### config.mk
export PLATFORM = sky130hd
export DESIGN_NAME = oswc_top
export DESIGN_NICKNAME = d
export VERILOG_FILES = /design/src/oswc_pkg.sv /design/src/oswc_settle_counter.sv /design/src/oswc_top.sv
export VERILOG_INCLUDE_DIRS = /design/src /design/src/src
export SDC_FILE = /design/constraint.sdc
export NUM_CORES = 1
export LEC_CHECK = 0
export BUFFER_PORTS_ARGS = -buffer_cell sky130_fd_sc_hd__buf_2
export CAP_MARGIN = 20
export CORE_MARGIN = 2
export CORE_UTILIZATION = 29
export CTS_CLUSTER_DIAMETER = 60
export DETAILED_ROUTE_END_ITERATION = 10
export GPL_TIMING_DRIVEN = 0
export MAX_ROUTING_LAYER = met4
export PLACE_DENSITY = 0.5
export SYNTH_ARGS = -nofsm -noshare
export SYNTH_HDL_FRONTEND = slang
export SYNTH_SLANG_ARGS = --single-unit
### constraint.sdc
create_clock -name mclk -period 5 [get_ports mclk]
set_clock_uncertainty 0.05 [all_clocks]
set_input_delay 1 -clock mclk [delete_from_list [all_inputs] [get_ports mclk]]
set_output_delay 1 -clock mclk [all_outputs]
set_load 0.05 [all_outputs]
### src/oswc_consts.svh
// Purpose: Constants of the oscillator settle-wait and bus-wait block.
// Assumes: Included by its bare name from every file that needs it.
// Notes:   Exponents are counts of crystal periods as powers of two.
`ifndef OSWC_CONSTS_SVH
`define OSWC_CONSTS_SVH

`define OSWC_ADDR_STATUS   16'hffa3
`define OSWC_ADDR_SELECT   16'hffa4
`define OSWC_ADDR_WAITCTL  16'hfffd

`define OSWC_RST_STATUS    8'h00
`define OSWC_RST_SELECT    8'h05
`define OSWC_RST_WAITCTL   8'h00

`define OSWC_SEL_LSB       0
`define OSWC_SEL_W         3
`define OSWC_STAT_LSB      0
`define OSWC_STAT_W        5
`define OSWC_TWOWAIT_BIT   1

`define OSWC_SEL_2E11      3'h1
`define OSWC_SEL_2E13      3'h2
`define OSWC_SEL_2E14      3'h3
`define OSWC_SEL_2E15      3'h4
`define OSWC_SEL_2E16      3'h5

`define OSWC_EXP_2E11      11
`define OSWC_EXP_2E13      13
`define OSWC_EXP_2E14      14
`define OSWC_EXP_2E15      15
`define OSWC_EXP_2E16      16

`define OSWC_CNT_W         17
`define OSWC_WAIT_STATES   2'h2

`endif

### src/oswc_pkg.sv
// Purpose: Types shared by the settle-wait block and its counter.
// Assumes: Constants come from oswc_consts.svh.
// Notes:   Status bit i maps to a fixed exponent through stat_exp.
`include "oswc_consts.svh"

package oswc_pkg;

	typedef enum logic [1:0] {
		OSWC_ST_RUN  = 2'b00,
		OSWC_ST_STOP = 2'b01,
		OSWC_ST_WAIT = 2'b10
	} oswc_state_t;

	typedef struct packed {
		logic [15:0] addr;
		logic        wr;
		logic        rd;
		logic        bitOp;
		logic [2:0]  bitSel;
		logic [7:0]  wdata;
	} oswc_cpu_req_t;

	typedef struct packed {
		logic ext;
		logic power_on_clear_reset;
		logic low_voltage_reset;
		logic wdt;
	} oswc_rst_src_t;

	// Status bit 4 is the shortest wait, bit 0 the longest.
	function automatic int stat_exp(input int idx);
		case (idx)
			4: stat_exp = `OSWC_EXP_2E11;
			3: stat_exp = `OSWC_EXP_2E13;
			2: stat_exp = `OSWC_EXP_2E14;
			1: stat_exp = `OSWC_EXP_2E15;
			default: stat_exp = `OSWC_EXP_2E16;
		endcase
	endfunction : stat_exp

endpackage : oswc_pkg

### src/oswc_settle_counter.sv
// Purpose: Crystal-period counter with thermometer status and a stop point.
// Assumes: tick is a one-cycle enable per crystal period, synchronous to mclk.
// Notes:   The count saturates at the selected threshold, so status is sticky.
`timescale 1ns/1ps
`include "oswc_consts.svh"

module oswc_settle_counter #(
	parameter int CNT_W     = `OSWC_CNT_W,
	parameter int EXP_SHIFT = 0
) (
	// Clock and reset
	input  wire logic                    mclk,
	input  wire logic                    rst,
	// Control
	input  wire logic                    clear,
	input  wire logic                    tick,
	input  wire logic                    running,
	input  wire logic [2:0]              stopIdx,
	// State
	output logic      [CNT_W-1:0]        count_r,
	output logic      [`OSWC_STAT_W-1:0] statusBits,
	output logic                         reached
);
	import oswc_pkg::*;

	generate
		if (CNT_W < `OSWC_CNT_W || EXP_SHIFT < 0 || EXP_SHIFT > 10) begin : g_bad
			$error("oswc_settle_counter: unsupported CNT_W or EXP_SHIFT");
		end
	endgenerate

	genvar i;
	generate
		for (i = 0; i < `OSWC_STAT_W; i++) begin : g_thr
			localparam logic [CNT_W-1:0] THR =
				{{(CNT_W-1){1'b0}}, 1'b1} << (stat_exp(i) - EXP_SHIFT);
			assign statusBits[i] = (count_r >= THR);
		end
	endgenerate

	assign reached = statusBits[stopIdx];

	// Counting waits for oscillation and freezes at the selected wait.
	always_ff @(posedge mclk) begin
		if (rst || clear) begin
			count_r <= '0;
		end else if (tick && running && !reached) begin
			count_r <= count_r + {{(CNT_W-1){1'b0}}, 1'b1};
		end
	end

endmodule : oswc_settle_counter

### src/oswc_top.sv
// Purpose: Crystal settle-wait timing, settle select and data-access wait control.
// Assumes: All inputs synchronous to mclk; xtalTick pulses once per crystal period.
// Notes:   The oscillator halt bit itself lives outside; this block obeys it.
//
// Overview of operation
// - Status clears on reset, STOP, oscillator halt.
// - Status bits set in order, stay set.
// - Status read-only, bit or byte reads.
// - Counter freezes at the selected wait.
// - Counting begins only after oscillation starts.
// - Select codes one to five pick waits.
// - Crystal CPU clock held until wait ends.
// - Select resets to five, byte writes only.
// - Wait bit adds two data wait states.
// - Wait control clears on external reset.
// - Halt bit starts and stops crystal.
// - Halt low runs, halt high stops.
`timescale 1ns/1ps
`include "oswc_consts.svh"

module oswc_top #(
	parameter int CNT_W     = `OSWC_CNT_W,
	parameter int EXP_SHIFT = 0
) (
	// Clock and reset
	input  wire logic                   mclk,
	input  wire logic                   rst,
	// Reset sources, high while active
	input  wire oswc_pkg::oswc_rst_src_t rstSrc,
	// CPU memory access
	input  wire oswc_pkg::oswc_cpu_req_t cpuReq,
	output logic      [7:0]             rdData_r,
	output logic                        rdBit_r,
	output logic                        rdValid_r,
	// Standby and clock status
	input  wire logic                   stopExec,
	input  wire logic                   stopRelease,
	input  wire logic                   hsOscHalt,
	input  wire logic                   cpuOnCrystal,
	// Crystal oscillator
	input  wire logic                   xtalRunning,
	input  wire logic                   xtalTick,
	output logic                        xtalOscEnable,
	// CPU hold and data wait
	output logic                        cpuHold,
	input  wire logic                   dataAccess,
	output logic                        dataWait,
	output logic                        twoWaitEnable
);
	import oswc_pkg::*;

	generate
		if (CNT_W < `OSWC_CNT_W) begin : g_bad
			$error("oswc_top: CNT_W too small for the longest wait");
		end
	endgenerate

	// Maps a select code to the status bit that ends its wait.
	// Prohibited codes fall back to the longest wait, which is the safe side.
	function automatic logic [2:0] sel_to_idx(input logic [2:0] sel);
		case (sel)
			`OSWC_SEL_2E11: sel_to_idx = 3'h4;
			`OSWC_SEL_2E13: sel_to_idx = 3'h3;
			`OSWC_SEL_2E14: sel_to_idx = 3'h2;
			`OSWC_SEL_2E15: sel_to_idx = 3'h1;
			`OSWC_SEL_2E16: sel_to_idx = 3'h0;
			default:        sel_to_idx = 3'h0;
		endcase
	endfunction : sel_to_idx

	// Applies a single-bit write to a byte.
	function automatic logic [7:0] bit_merge(input logic [7:0] old,
		input logic [2:0] pos, input logic val);
		logic [7:0] tmp;
		tmp = old;
		tmp[pos] = val;
		bit_merge = tmp;
	endfunction : bit_merge

	logic                    anyReset;
	logic                    settleClear;
	logic                    wrSelect;
	logic                    wrWaitCtl;
	logic                    rdHit;
	logic [7:0]              statusByte;
	logic [7:0]              selectByte;
	logic [7:0]              waitCtlByte;
	logic [7:0]              waitCtlWr;
	logic [7:0]              rdByte;
	logic [2:0]              settleSel_r;
	logic                    twoWait_r;
	logic [1:0]              waitCnt_r;
	logic                    holdOnXtal_r;
	oswc_state_t             state_r;
	oswc_state_t             state_nxt;
	logic [CNT_W-1:0]        settleCount;
	logic [`OSWC_STAT_W-1:0] settleStatus;
	logic                    settleReached;

	// Full reset bytes, so that each stored field is cut from them on purpose.
	localparam logic [7:0] SEL_RST_BYTE  = `OSWC_RST_SELECT;
	localparam logic [7:0] WAIT_RST_BYTE = `OSWC_RST_WAITCTL;

	assign anyReset = rstSrc.ext | rstSrc.power_on_clear_reset | rstSrc.low_voltage_reset | rstSrc.wdt;

	// Held clear for the whole reset so the count starts fresh at release.
	assign settleClear = anyReset | stopExec | hsOscHalt;

	oswc_settle_counter #(
		.CNT_W     (CNT_W),
		.EXP_SHIFT (EXP_SHIFT)
	) u_counter (
		.mclk       (mclk),
		.rst        (rst),
		.clear      (settleClear),
		.tick       (xtalTick),
		.running    (xtalRunning),
		.stopIdx    (sel_to_idx(settleSel_r)),
		.count_r    (settleCount),
		.statusBits (settleStatus),
		.reached    (settleReached)
	);

	// Register decode.
	assign wrSelect  = cpuReq.wr && !cpuReq.bitOp &&
		(cpuReq.addr == `OSWC_ADDR_SELECT);
	assign wrWaitCtl = cpuReq.wr && (cpuReq.addr == `OSWC_ADDR_WAITCTL);
	assign rdHit     = (cpuReq.addr == `OSWC_ADDR_STATUS) ||
		(cpuReq.addr == `OSWC_ADDR_SELECT) ||
		(cpuReq.addr == `OSWC_ADDR_WAITCTL);

	assign statusByte  = {{(8-`OSWC_STAT_W){1'b0}}, settleStatus};
	assign selectByte  = {{(8-`OSWC_SEL_W){1'b0}}, settleSel_r};
	assign waitCtlByte = {6'h00, twoWait_r, 1'b0};

	// Only the wait bit is stored; the others must be written as zero anyway.
	assign waitCtlWr = cpuReq.bitOp ?
		bit_merge(waitCtlByte, cpuReq.bitSel, cpuReq.wdata[0]) : cpuReq.wdata;

	always_comb begin
		rdByte = 8'h00;
		if (cpuReq.addr == `OSWC_ADDR_STATUS) begin
			rdByte = statusByte;
		end else if (cpuReq.addr == `OSWC_ADDR_SELECT) begin
			rdByte = selectByte;
		end else if (cpuReq.addr == `OSWC_ADDR_WAITCTL) begin
			rdByte = waitCtlByte;
		end
	end

	// Settle select; any reset source restores the longest wait.
	always_ff @(posedge mclk) begin
		if (rst || anyReset) begin
			settleSel_r <= SEL_RST_BYTE[`OSWC_SEL_LSB +: `OSWC_SEL_W];
		end else if (wrSelect) begin
			settleSel_r <= cpuReq.wdata[`OSWC_SEL_LSB +: `OSWC_SEL_W];
		end
	end

	// Wait control is cleared only by rst and the external reset source.
	always_ff @(posedge mclk) begin
		if (rst || rstSrc.ext) begin
			twoWait_r <= WAIT_RST_BYTE[`OSWC_TWOWAIT_BIT];
		end else if (wrWaitCtl) begin
			twoWait_r <= waitCtlWr[`OSWC_TWOWAIT_BIT];
		end
	end

	// Read port; writes to the status address have no effect.
	always_ff @(posedge mclk) begin
		if (rst) begin
			rdData_r  <= 8'h00;
			rdBit_r   <= 1'b0;
			rdValid_r <= 1'b0;
		end else begin
			rdValid_r <= cpuReq.rd;
			if (cpuReq.rd) begin
				rdData_r <= rdHit ? rdByte : 8'h00;
				rdBit_r  <= rdByte[cpuReq.bitSel];
			end
		end
	end

	// STOP sequencing.
	always_comb begin
		state_nxt = state_r;
		unique case (state_r)
			OSWC_ST_RUN: begin
				if (stopExec) begin
					state_nxt = OSWC_ST_STOP;
				end
			end
			OSWC_ST_STOP: begin
				if (stopRelease) begin
					state_nxt = OSWC_ST_WAIT;
				end
			end
			OSWC_ST_WAIT: begin
				if (!holdOnXtal_r || settleReached) begin
					state_nxt = OSWC_ST_RUN;
				end
			end
			default: begin
				state_nxt = OSWC_ST_RUN;
			end
		endcase
	end

	always_ff @(posedge mclk) begin
		if (rst || anyReset) begin
			state_r <= OSWC_ST_RUN;
		end else begin
			state_r <= state_nxt;
		end
	end

	// The clock source is caught at STOP entry, when it is known to be stable.
	always_ff @(posedge mclk) begin
		if (rst || anyReset) begin
			holdOnXtal_r <= 1'b0;
		end else if (state_r == OSWC_ST_RUN && stopExec) begin
			holdOnXtal_r <= cpuOnCrystal;
		end
	end

	assign cpuHold = (state_r == OSWC_ST_STOP) ||
		(state_r == OSWC_ST_WAIT && holdOnXtal_r);

	// The crystal stays off during STOP and whenever the halt bit is set.
	assign xtalOscEnable = !hsOscHalt && (state_r != OSWC_ST_STOP);

	// Data-access wait states.
	always_ff @(posedge mclk) begin
		if (rst) begin
			waitCnt_r <= 2'h0;
		end else if (waitCnt_r != 2'h0) begin
			waitCnt_r <= waitCnt_r - 2'h1;
		end else if (dataAccess && twoWait_r) begin
			waitCnt_r <= `OSWC_WAIT_STATES;
		end
	end

	assign dataWait      = (waitCnt_r != 2'h0);
	assign twoWaitEnable = twoWait_r;

endmodule : oswc_top

==> results of run 1 <==
==> synth_stat cells (all sizes together) (8+ instances only) <==
| master | instances |
|---|---|
| nand3 | 16 |
| or4 | 13 |
| o21ai | 8 |
| nand2 | 25 |
| inv | 10 |
| dfxtp | 33 |
| a21oi | 26 |
| o31ai | 11 |
| nor2 | 15 |
==> logic make-up after synthesis <==
| logic type | after synthesis | synth area share |
|---|---|---|
| buffers and inverters | 22 | 0.0545 |
| AND/OR/NAND/NOR | 110 | 0.329 |
| multiplexers | 6 | 0.0323 |
| adder cells (fa/ha/maj) | 4 | 0.0269 |
| other | 1 | 0.00202 |
| AO/OA/AOI/OAI | 57 | 0.199 |
| flip-flops | 33 | 0.356 |
==> registers in the layout, indices dropped and copies added (netlist names) <==
| register | count |
|---|---|
| settleSel_r | 3 |
| twoWaitEnable | 1 |
| rdData_r | 5 |
| holdOnXtal_r | 1 |
| rdBit_r | 1 |
| state_r | 2 |
| u_counter.count_r | 17 |
| waitCnt_r | 2 |
| rdValid_r | 1 |
==> per-layer routing <==
| layer | vias up | GRT usage | wire length (µm) |
|---|---|---|---|
| met2 | 43 | 0.209 | 1990 |
| met3 | 4 | 0.0415 | 277 |
| met4 | 0 | 0.0557 | 46 |
| met1 | 817 | 0.161 | 2140 |
| li1 | 977 | - | - |
| met5 | - | - | 0 |
==> worst register-to-register path, cell delays in order, from the launching register on <==
cell     delay (ns)
dfxtp_1        0.38
or4_4          0.58
o31ai_4        0.20
nand3_2        0.15
buf_6          0.17
or4_1          0.50
a21oi_1        0.16
==> final timing paths <==
kind / to / slack [ns]
worst max-delay path: u_counter.count_r[9] / 2.50
worst max register to register: u_counter.count_r[9] / 2.75
worst min register to register: waitCnt_r[0] / 0.42
worst min-delay path: waitCnt_r[0] / 0.42
==> stage by stage <==
| step | utilization | power [mW] | hold WS [ns] | area [µm²] | instances |
|---|---|---|---|---|---|
| floorplan | - | 0.327 | 0.387 | 1870 | 235 |
| global placement | 0.351 | 0.353 | 0.402 | 2200 | 360 |
| detailed placement | 0.351 | 0.353 | 0.406 | 2200 | 360 |
| CTS | 0.365 | 0.564 | 0.419 | 2290 | 367 |
| global route | 0.365 | 0.585 | 0.447 | 2290 | 367 |
| finish | 0.365 | 0.554 | 0.415 | 2290 | 367 |
==> power by group through the flow <==
stage               Sequential, mW  Clock (mW)  Combinational, mW
floorplan                    0.278           0             0.0483
global placement             0.276           0             0.0772
detailed placement           0.276           0             0.0771
CTS                          0.270       0.217             0.0775
global route                 0.271       0.228             0.0863
finish                       0.270       0.207             0.0771
==> area by class of cell <==
type                            instances  area [µm²]
Fill cell                             682        3990
Multi-Input combinational cell        180        1100
Sequential cell                        33         661
Timing Repair Buffer                   48         240
Tap cell                               77        96.3
Clock buffer                            7        86.3
Buffer                                 12        63.8
Inverter                               10        37.5
==> impl_metrics.yaml, run 1 <==
synth:
  yosys_register_bits: 33
  yosys.area.top_type_share: 0.356
  yosys-top-cells-area: "dfxtp_1 36%, a21oi_1 7.0%, nand2_1 5.1%, or4_1 4.8%, nand3_1 4.0%"
  synth_warnings: 0
  post_synth_num_cell_types: 47
  postSynth.topFlopCell: "dfxtp_1"
  post_synth_inst_count: 233
  number_of_enable_flip_flop_cells_after_synthesis: 0
  synth-seq-area-share: 0.356
  synth_area_per_cell_um2: 7.97
  synth.largest_area_cell: "dfxtp_1"
  async_flop_share: 0
  synth_area_mm2: 0.00186
floorplanning:
  width_of_the_chip_um: 84.0
  die_area_mm2: 0.00706
  dieHeight_um: 84.0
  placementRows: 29
  core_region_area_mm2: 0.00628
  initial_core_util: 0.296
  ios: 57
placed_design:
  port-buffer-count: 48
  post-place-ws_ns: 2.20
  dp_hpwl_mm: 3.42
  gpl.final_weighted_congestion: 0.769
clock_tree:
  postCtsSetupBuffers: 0
  clock_slew_at_reported_path_ffs_ns: 0.07
  cts_max_path_buffers: 2
  cts_tree: "built"
  clock-root-buffer: "clkbuf_8"
  cts_inserted_buffers: 5
  worstSkewPairLatency_ns: 0.28
  cts.htree.levels: 2
  cts_repair_resize_count: 0
  hold_buffers: 0
  clkSinkCount: 33
worst_setup_path:
  timing.critical_path.cells: "buf_2, and2_1, nand4_1, or2_1, buf_1, or4_1, a21oi_1"
  worst-endpoint-arrival_ns: 2.66
  timing.critical_path.from: "xtalTick"
  cp-start-kind: "input pin"
  timing.critical_path.required_ns: 5.16
  critical-path-max-stage-delay_ns: 0.51
  cp_capture_type: "flip-flop"
  worst_path_dominant_cell_family: "simple AND/OR/NAND/NOR gates"
  cpMaxStageDelayCell: "or4_1"
  rr_worst_depth: 6
  cp_num_cells: 7
  timing.critical_path.buf_inv: 2
  r2r-start: "u_counter.count_r[13]"
  timing.critical_path.fanout_max: 10
  timing_worst_setup_path_type: "input pin to flip-flop"
sta:
  setup_total_negative_slack_ns: 0
  min_period_over_period: 0.500
  timing.max_slew.rel_slack: 0.443
  final-max-slew-violation-count: 0
  timing.final.hold_violations: 0
  unrepaired_setup_endpoints_after_global_routing: "no"
  post-route-min-period_ns: 2.50
  final.setup.worst_slack_ns: 2.50
  maxClockFrequency_mhz: 400
  timing.final.setup_violations: 0
  max_slew.worst_pin.slew_ns: 0.827
min_path:
  worstHoldStart: "waitCnt_r[0]"
  hold_path.class: "flip-flop to flip-flop"
  hold-path-cell-count: 2
outcome:
  outcome: "finished, final reports clean"
grt:
  antenna_found_initial: 0
  grt_first_pass_wirelength_mm: 7.54
  largest_net_degree_at_the_start_of_global_routing: 11
  grt_pass1_vias: 1649
  globalRouteOverflowTotal: 0
  groute.usage.overall: 0.134
power_and_ir_drop:
  power.density_cell_area_mw_per_mm2: 242
  ir_worst_vdd_v: 0.000148
  p_int_uw: 405
  power.combinational.fraction: 0.139
  power.switching_fraction: 0.269
  clock_share_of_power: 0.374
  power.net_switching_uw: 149
  static-leakage-power_nw: 0.842
  seq_power_share: 0.487
routing:
  routed_via_density: 5.02
  drt_iter0_drc: 105
  detail_route.first_pass.iterations: 5
  routed_wl_per_cell_um: 12.1
  antenna_violating_nets_post_route: 0
  vias: 1841
  postRouteWirelength_mm: 4.46
  remaining_drc_errors: 0
layout:
  layout-drive-gt1-share: 0.214
  leading_cell_type_in_the_layout_fill_and_taps_excluded: "buf_2"
  final_nets: 337
  commonest_cells_after_routing_fill_and_taps_aside: "48 x buf_2, 33 x dfxtp_1, 26 x a21oi_1"
  syn_to_final_growth_pct: 23.2
  antenna_cells: 0
flow_run:
  drv.max_cap_violation_count: 0
No activity file was read; power rests on OpenSTA's default activity.
==> run 2, diff against run 1 <==
--- a/config.mk
+++ b/config.mk
@@ -14,7 +14,7 @@
 export DETAILED_ROUTE_END_ITERATION = 10
 export GPL_TIMING_DRIVEN = 0
 export MAX_ROUTING_LAYER = met4
-export PLACE_DENSITY = 0.5
+export PLACE_DENSITY = 0.52
 export SYNTH_ARGS = -nofsm -noshare
 export SYNTH_HDL_FRONTEND = slang
 export SYNTH_SLANG_ARGS = --single-unit
==> constraint.sdc (replaced) <==
create_clock -name mclk -period 2.1 [get_ports mclk]
set_clock_uncertainty 0.05 [all_clocks]
set_input_delay 0.42 -clock mclk [delete_from_list [all_inputs] [get_ports mclk]]
set_output_delay 0.42 -clock mclk [all_outputs]
set_load 0.05 [all_outputs]
==> impl_metrics.yaml, run 2 (synthesis gave the netlist of run 1 again) <==
clock_tree:
  hold_buffers: 0
  clkSinkCount: 33
  cts_tree: "built"
  clock-root-buffer: "clkbuf_8"
  worstSkewPairLatency_ns: 0.29
  cts_inserted_buffers: 5
  cts_max_path_buffers: 2
  cts.htree.levels: 2
  clock_slew_at_reported_path_ffs_ns: 0.08
layout:
  leading_cell_type_in_the_layout_fill_and_taps_excluded: "buf_2"
  reg.largest.list: "u_counter.count_r x17, rdData_r x5, settleSel_r x3"
  antenna_cells: 0
  layout-drive-gt1-share: 0.271
  final_nets: 341
  finish.utilization: 0.383
  num-fill-cells: 681
  largest_register: "u_counter.count_r"
  largest_register_ffs: 17
  commonest_cells_after_routing_fill_and_taps_aside: "48 x buf_2, 30 x dfxtp_1, 25 x nand2_1"
  post_layout_nonfiller_instances: 372
  syn_to_final_growth_pct: 29.6
  post-route-cell-area_mm2: 0.00241
routing:
  vias: 1868
  postRouteWirelength_mm: 4.67
  antenna_violating_nets_post_route: 0
  routed_wl_per_cell_um: 12.5
  remaining_drc_errors: 0
  detail_route.first_pass.iterations: 4
  drt_iter0_drc: 49
  routed_via_density: 5.02
power_and_ir_drop:
  seq_power_share: 0.468
  power.switching_fraction: 0.270
  power.density_cell_area_mw_per_mm2: 569
  power.net_switching_uw: 370
  p_int_uw: 999
  static-leakage-power_nw: 0.896
  clock_share_of_power: 0.397
  ir_worst_vdd_v: 0.000290
  power.combinational.fraction: 0.135
worst_setup_path:
  timing.reg2reg.setup_slack_ns: -0.12
  timing.critical_path.fanout_max: 5
  timing.critical_path.required_ns: 2.26
  cp_capture_type: "flip-flop"
  timing_worst_setup_path_type: "flip-flop to flip-flop"
  cp-start-kind: "flip-flop"
  worst-endpoint-arrival_ns: 2.38
sta:
  final.setup.worst_slack_ns: -0.118
  final-max-slew-violation-count: 0
  maxClockFrequency_mhz: 451
  hold_ws_ns: 0.294
  min_period_over_period: 1.06
  timing.final.setup_violations: 12
  timing.final.hold_violations: 0
  post-route-min-period_ns: 2.22
  max_slew.worst_pin.slew_ns: 0.812
  unrepaired_setup_endpoints_after_global_routing: "yes"
  timing.max_slew.rel_slack: 0.453
floorplanning:
  ios: 57
  width_of_the_chip_um: 84.0
  core_region_area_mm2: 0.00628
  initial_core_util: 0.296
  dieHeight_um: 84.0
  die_area_mm2: 0.00706
  placementRows: 29
placed_design:
  dp_hpwl_mm: 3.45
  place_area_mm2: 0.00220
  post-place-ws_ns: -0.183
  gpl.final_weighted_congestion: 0.786
  port-buffer-count: 48
  cell_count_post_placement: 360
grt:
  grt_pass1_vias: 1676
  grt_first_pass_wirelength_mm: 7.47
  globalRouteOverflowTotal: 0
  antenna_found_initial: 0
  largest_net_degree_at_the_start_of_global_routing: 11
  groute.usage.overall: 0.131
outcome:
  outcome: "finished, violations left"
  violations: "setup timing"
flow_run:
  drv.max_cap_violation_count: 0
min_path:
  hold_path.class: "input pin to flip-flop"
-- run 2: cell types whose count changed in the layout (fill, tap and decap cells not counted), moves of 3 or more --
| cell | delta |
|---|---|
| dfxtp_1 | -3 |
| clkbuf_1 | -3 |
| or4_4 | +3 |
| a21oi_1 | -3 |
| a21oi_2 | +3 |
| or4_1 | -3 |
-- run 2: stage by stage --
stage,power (mW),TNS [ns]
finish,1.37,-0.697
global route,1.44,-1.82
CTS,1.39,-1.16
detailed placement,0.843,-2.20
global placement,0.841,-1.89
floorplan,0.777,0
-- run 2: final timing paths --
path                    startpoint                    end  cells past startpoint
max reg2reg  u_counter.count_r[13]  u_counter.count_r[12]                      6
max          u_counter.count_r[13]  u_counter.count_r[12]                      6
min reg2reg           holdOnXtal_r           holdOnXtal_r                      2
min                      cpuReq[2]         settleSel_r[2]                      3
-- run 2: area by class of cell --
type	count	area, µm²	area share
multi-input cells	180	1140	0.473
well taps	77	96.3	0.0400
plain buffers	12	88.8	0.0369
repair buffers	52	278	0.115
clock inverters	1	5.00	0.00208
clock buffers	7	96.3	0.0400
inverters	10	37.5	0.0156
flip-flops and latches	33	667	0.277
-- run 2: layer usage --
metal | GRT usage | routed length, µm | vias up
met4 | 0.0279 | 23 | 0
met1 | 0.152 | 2150 | 839
met2 | 0.223 | 2230 | 45
met5 | - | 0 | -
li1 | - | - | 980
met3 | 0.0396 | 272 | 4
-- run 2: critical path: stages (launching register included) --
cell	delay, ns
dfxtp_4	0.35
or4_4	0.55
o31ai_4	0.25
nand3_4	0.15
buf_6	0.16
or4_1	0.49
a21oi_1	0.14
-- run 2: what timing repair did --
| item | 4_1_cts | 5_1_grt |
|---|---|---|
| setup endpoints to repair | 18 | 18 |
| pin swaps | 25 | 6 |
| resized for setup | 16 | 5 |
| setup buffers | 3 | 0 |
| endpoints found under the hold margin | 0 | 0 |
| gates cloned | 1 | 0 |
-- run 2: power by group through the flow --
stage | combinational, mW | sequential (mW) | clock (mW)
6_report | 0.185 | 0.641 | 0.544
2_1_floorplan | 0.115 | 0.663 | 0
4_1_cts | 0.186 | 0.641 | 0.559
3_3_place_gp | 0.184 | 0.657 | 0
3_5_place_dp | 0.185 | 0.657 | 0
5_1_grt | 0.205 | 0.642 | 0.593
==> run 3, diff against run 2 <==
--- a/config.mk
+++ b/config.mk
@@ -6,6 +6,7 @@
 export SDC_FILE = /design/constraint.sdc
 export NUM_CORES = 1
 export LEC_CHECK = 0
+export ABC_AREA = 1
 export BUFFER_PORTS_ARGS = -buffer_cell sky130_fd_sc_hd__buf_2
 export CAP_MARGIN = 20
 export CORE_MARGIN = 2
@@ -14,7 +15,7 @@
 export DETAILED_ROUTE_END_ITERATION = 10
 export GPL_TIMING_DRIVEN = 0
 export MAX_ROUTING_LAYER = met4
-export PLACE_DENSITY = 0.52
+export PLACE_DENSITY = 0.51
 export SYNTH_ARGS = -nofsm -noshare
 export SYNTH_HDL_FRONTEND = slang
 export SYNTH_SLANG_ARGS = --single-unit
==> impl_metrics.yaml, run 3 <==
outcome:
  outcome: "finished, final reports clean"
floorplanning:
  die_area_mm2: 0.00754
  ios: 57
  dieHeight_um: 86.8
  placementRows: 30
  core_region_area_mm2: 0.00672
  width_of_the_chip_um: 86.8
  initial_core_util: 0.296
synth:
  synth_fa_ha_area_frac: 0.0252
  main_combinational_cell_family_by_area_after_synthesis: "simple AND/OR/NAND/NOR gates"
  synth.largest_area_cell: "dfxtp_1"
  post_synth_and_or_nand_nor_area_fraction: 0.404
  yosys-top-cells-area: "dfxtp_1 33%, nand2_1 14%, nor2_1 8.5%, inv_1 8.3%, a21oi_1 5.5%"
  async_flop_share: 0
  yosys.area.top_type_share: 0.332
  yosys_register_bits: 33
  yosys.area_share.xor_xnor: 0.00440
  post_synth_inst_count: 307
  synth_mux_area_frac: 0
  number_of_enable_flip_flop_cells_after_synthesis: 0
  synth_area_per_cell_um2: 6.48
  postSynth.topFlopCell: "dfxtp_1"
  synth-seq-area-share: 0.332
  yosys.cell_count.top_type: "nand2_1"
  post_synth_num_cell_types: 33
  synth_compound_gate_area_share: 0.120
  synth_area_mm2: 0.00199
  synth_warnings: 0
  synthTopCellsByCount: "76 x nand2_1, 45 x nor2_1, 44 x inv_1"
power_and_ir_drop:
  power.density_cell_area_mw_per_mm2: 629
  static-leakage-power_nw: 1.12
  ir_worst_vdd_v: 0.000270
clock_tree:
  clock_slew_at_reported_path_ffs_ns: 0.07
  postCtsSetupBuffers: 0
  cts.htree.levels: 2
  worstSkewPairLatency_ns: 0.28
  hold_buffers: 0
  cts_max_path_buffers: 2
  clock-root-buffer: "clkbuf_8"
  cts_inserted_buffers: 5
  clkSinkCount: 33
  cts_repair_resize_count: 0
  cts_tree: "built"
layout:
  layout-drive-gt1-share: 0.223
  reg.largest.list: "u_counter.count_r x17, rdData_r x5, settleSel_r x3"
  final_nets: 410
  syn_to_final_growth_pct: 23.1
  largest_register_ffs: 17
  largest_register: "u_counter.count_r"
  antenna_cells: 0
  leading_cell_type_in_the_layout_fill_and_taps_excluded: "nand2_1"
  commonest_cells_after_routing_fill_and_taps_aside: "76 x nand2_1, 48 x buf_2, 45 x nor2_1"
worst_setup_path:
  timing.critical_path.buf_inv: 1
  timing.critical_path.from: "u_counter.count_r[0]"
  cpMaxStageDelayCell: "dfxtp_1"
  cp_capture_type: "flip-flop"
  timing.reg2reg.setup_slack_ns: 0.35
  timing.critical_path.required_ns: 2.23
  critical-path-max-stage-delay_ns: 0.35
  worst_path_dominant_cell_family: "simple AND/OR/NAND/NOR gates"
  timing.critical_path.cells: "inv_2, nor3_2, nand3_1, nor2_1, nand4_2, nor2_2, nand2_1, nor2_1, nor2_1"
  worst-endpoint-arrival_ns: 1.88
  r2r-start: "u_counter.count_r[0]"
  timing.critical_path.fanout_max: 4
  cp-start-kind: "flip-flop"
  worstReg2RegEnd: "u_counter.count_r[13]"
  timing_worst_setup_path_type: "flip-flop to flip-flop"
  critPathMostFrequentCell: "nor2_1"
  rr_worst_depth: 9
sta:
  maxClockFrequency_mhz: 571
  post-route-min-period_ns: 1.75
  final-max-slew-violation-count: 0
  unrepaired_setup_endpoints_after_global_routing: "no"
  setup_total_negative_slack_ns: 0
  timing.final.hold_violations: 0
  timing.final.setup_violations: 0
  min_period_over_period: 0.835
  final.setup.worst_slack_ns: 0.347
flow_run:
  drv.max_cap_violation_count: 0
grt:
  grt_pass1_vias: 1802
  globalRouteOverflowTotal: 0
  antenna_found_initial: 0
  grt_first_pass_wirelength_mm: 7.60
  groute.usage.overall: 0.127
  largest_net_degree_at_the_start_of_global_routing: 11
placed_design:
  gpl.final_weighted_congestion: 0.811
  port-buffer-count: 47
  dp_hpwl_mm: 3.53
  post-place-ws_ns: 0.327
min_path:
  hold-path-cell-count: 3
  worstHoldStart: "stopRelease"
  hold_path.class: "input pin to flip-flop"
  timing.hold.worst_endpoint: "state_r[1]"
routing:
  vias: 1994
  drt_iter0_drc: 74
  postRouteWirelength_mm: 4.39
  antenna_violating_nets_post_route: 0
  remaining_drc_errors: 0
  detail_route.first_pass.iterations: 4
  routed_via_density: 4.49
  routed_wl_per_cell_um: 9.89
-- run 3: cell type report --
| class | count | area, µm² |
|---|---|---|
| plain buffers | 6 | 46.3 |
| clock buffers | 7 | 86.3 |
| clock inverters | 1 | 30.0 |
| fillers | 733 | 4270 |
| inverters | 47 | 176 |
| multi-input cells | 223 | 1110 |
| flip-flops and latches | 33 | 661 |
| well taps | 80 | 100 |
| repair buffers | 47 | 235 |
-- run 3: routing by layer --
metal / routed length, µm / global-route usage
met1: 2310 / 0.173
met2: 1820 / 0.189
met3: 228 / 0.0267
met4: 38 / 0.0355
met5: 0 / -
-- run 3: logic make-up (layout without fill, tap and decap cells) --
kind of cell | Yosys count | in the layout
AO/OA/AOI/OAI | 45 | 45
XOR/XNOR | 1 | 1
adder cells (fa/ha/maj) | 4 | 4
buffers and inverters | 53 | 108
flip-flops | 33 | 33
other | 1 | 3
AND/OR/NAND/NOR | 170 | 170
-- run 3: metrics by stage --
step,utilization,hold WS [ns],cells,area [µm²],total power [mW]
2_1_floorplan,-,0.380,309,2000,0.857
3_3_place_gp,0.347,0.396,436,2330,0.940
3_5_place_dp,0.347,0.396,436,2330,0.943
4_1_cts,0.364,0.315,444,2450,1.57
5_1_grt,0.364,0.358,444,2450,1.63
6_report,0.364,0.326,444,2450,1.54
-- run 3: worst min-delay path, cell delays in order --
cell	delay, ns
buf_2	0.09
nor2_1	0.04
nor2_1	0.08
-- run 3: worst max-delay path by stage --
stage	endpoint	slack, ns	cells past startpoint
after global placement	u_counter.count_r[0]	0.32	8
after global routing	u_counter.count_r[13]	0.16	9
after detailed placement	u_counter.count_r[3]	0.33	8
after CTS	u_counter.count_r[13]	0.33	9
final	u_counter.count_r[13]	0.35	9
after floorplan	xtalOscEnable	0.56	1
-- run 3: where the power goes --
part,internal (mW),switching (mW)
clock network,0.387,0.228
logic,0.0851,0.186
registers,0.647,0.00707
total,1.12,0.422
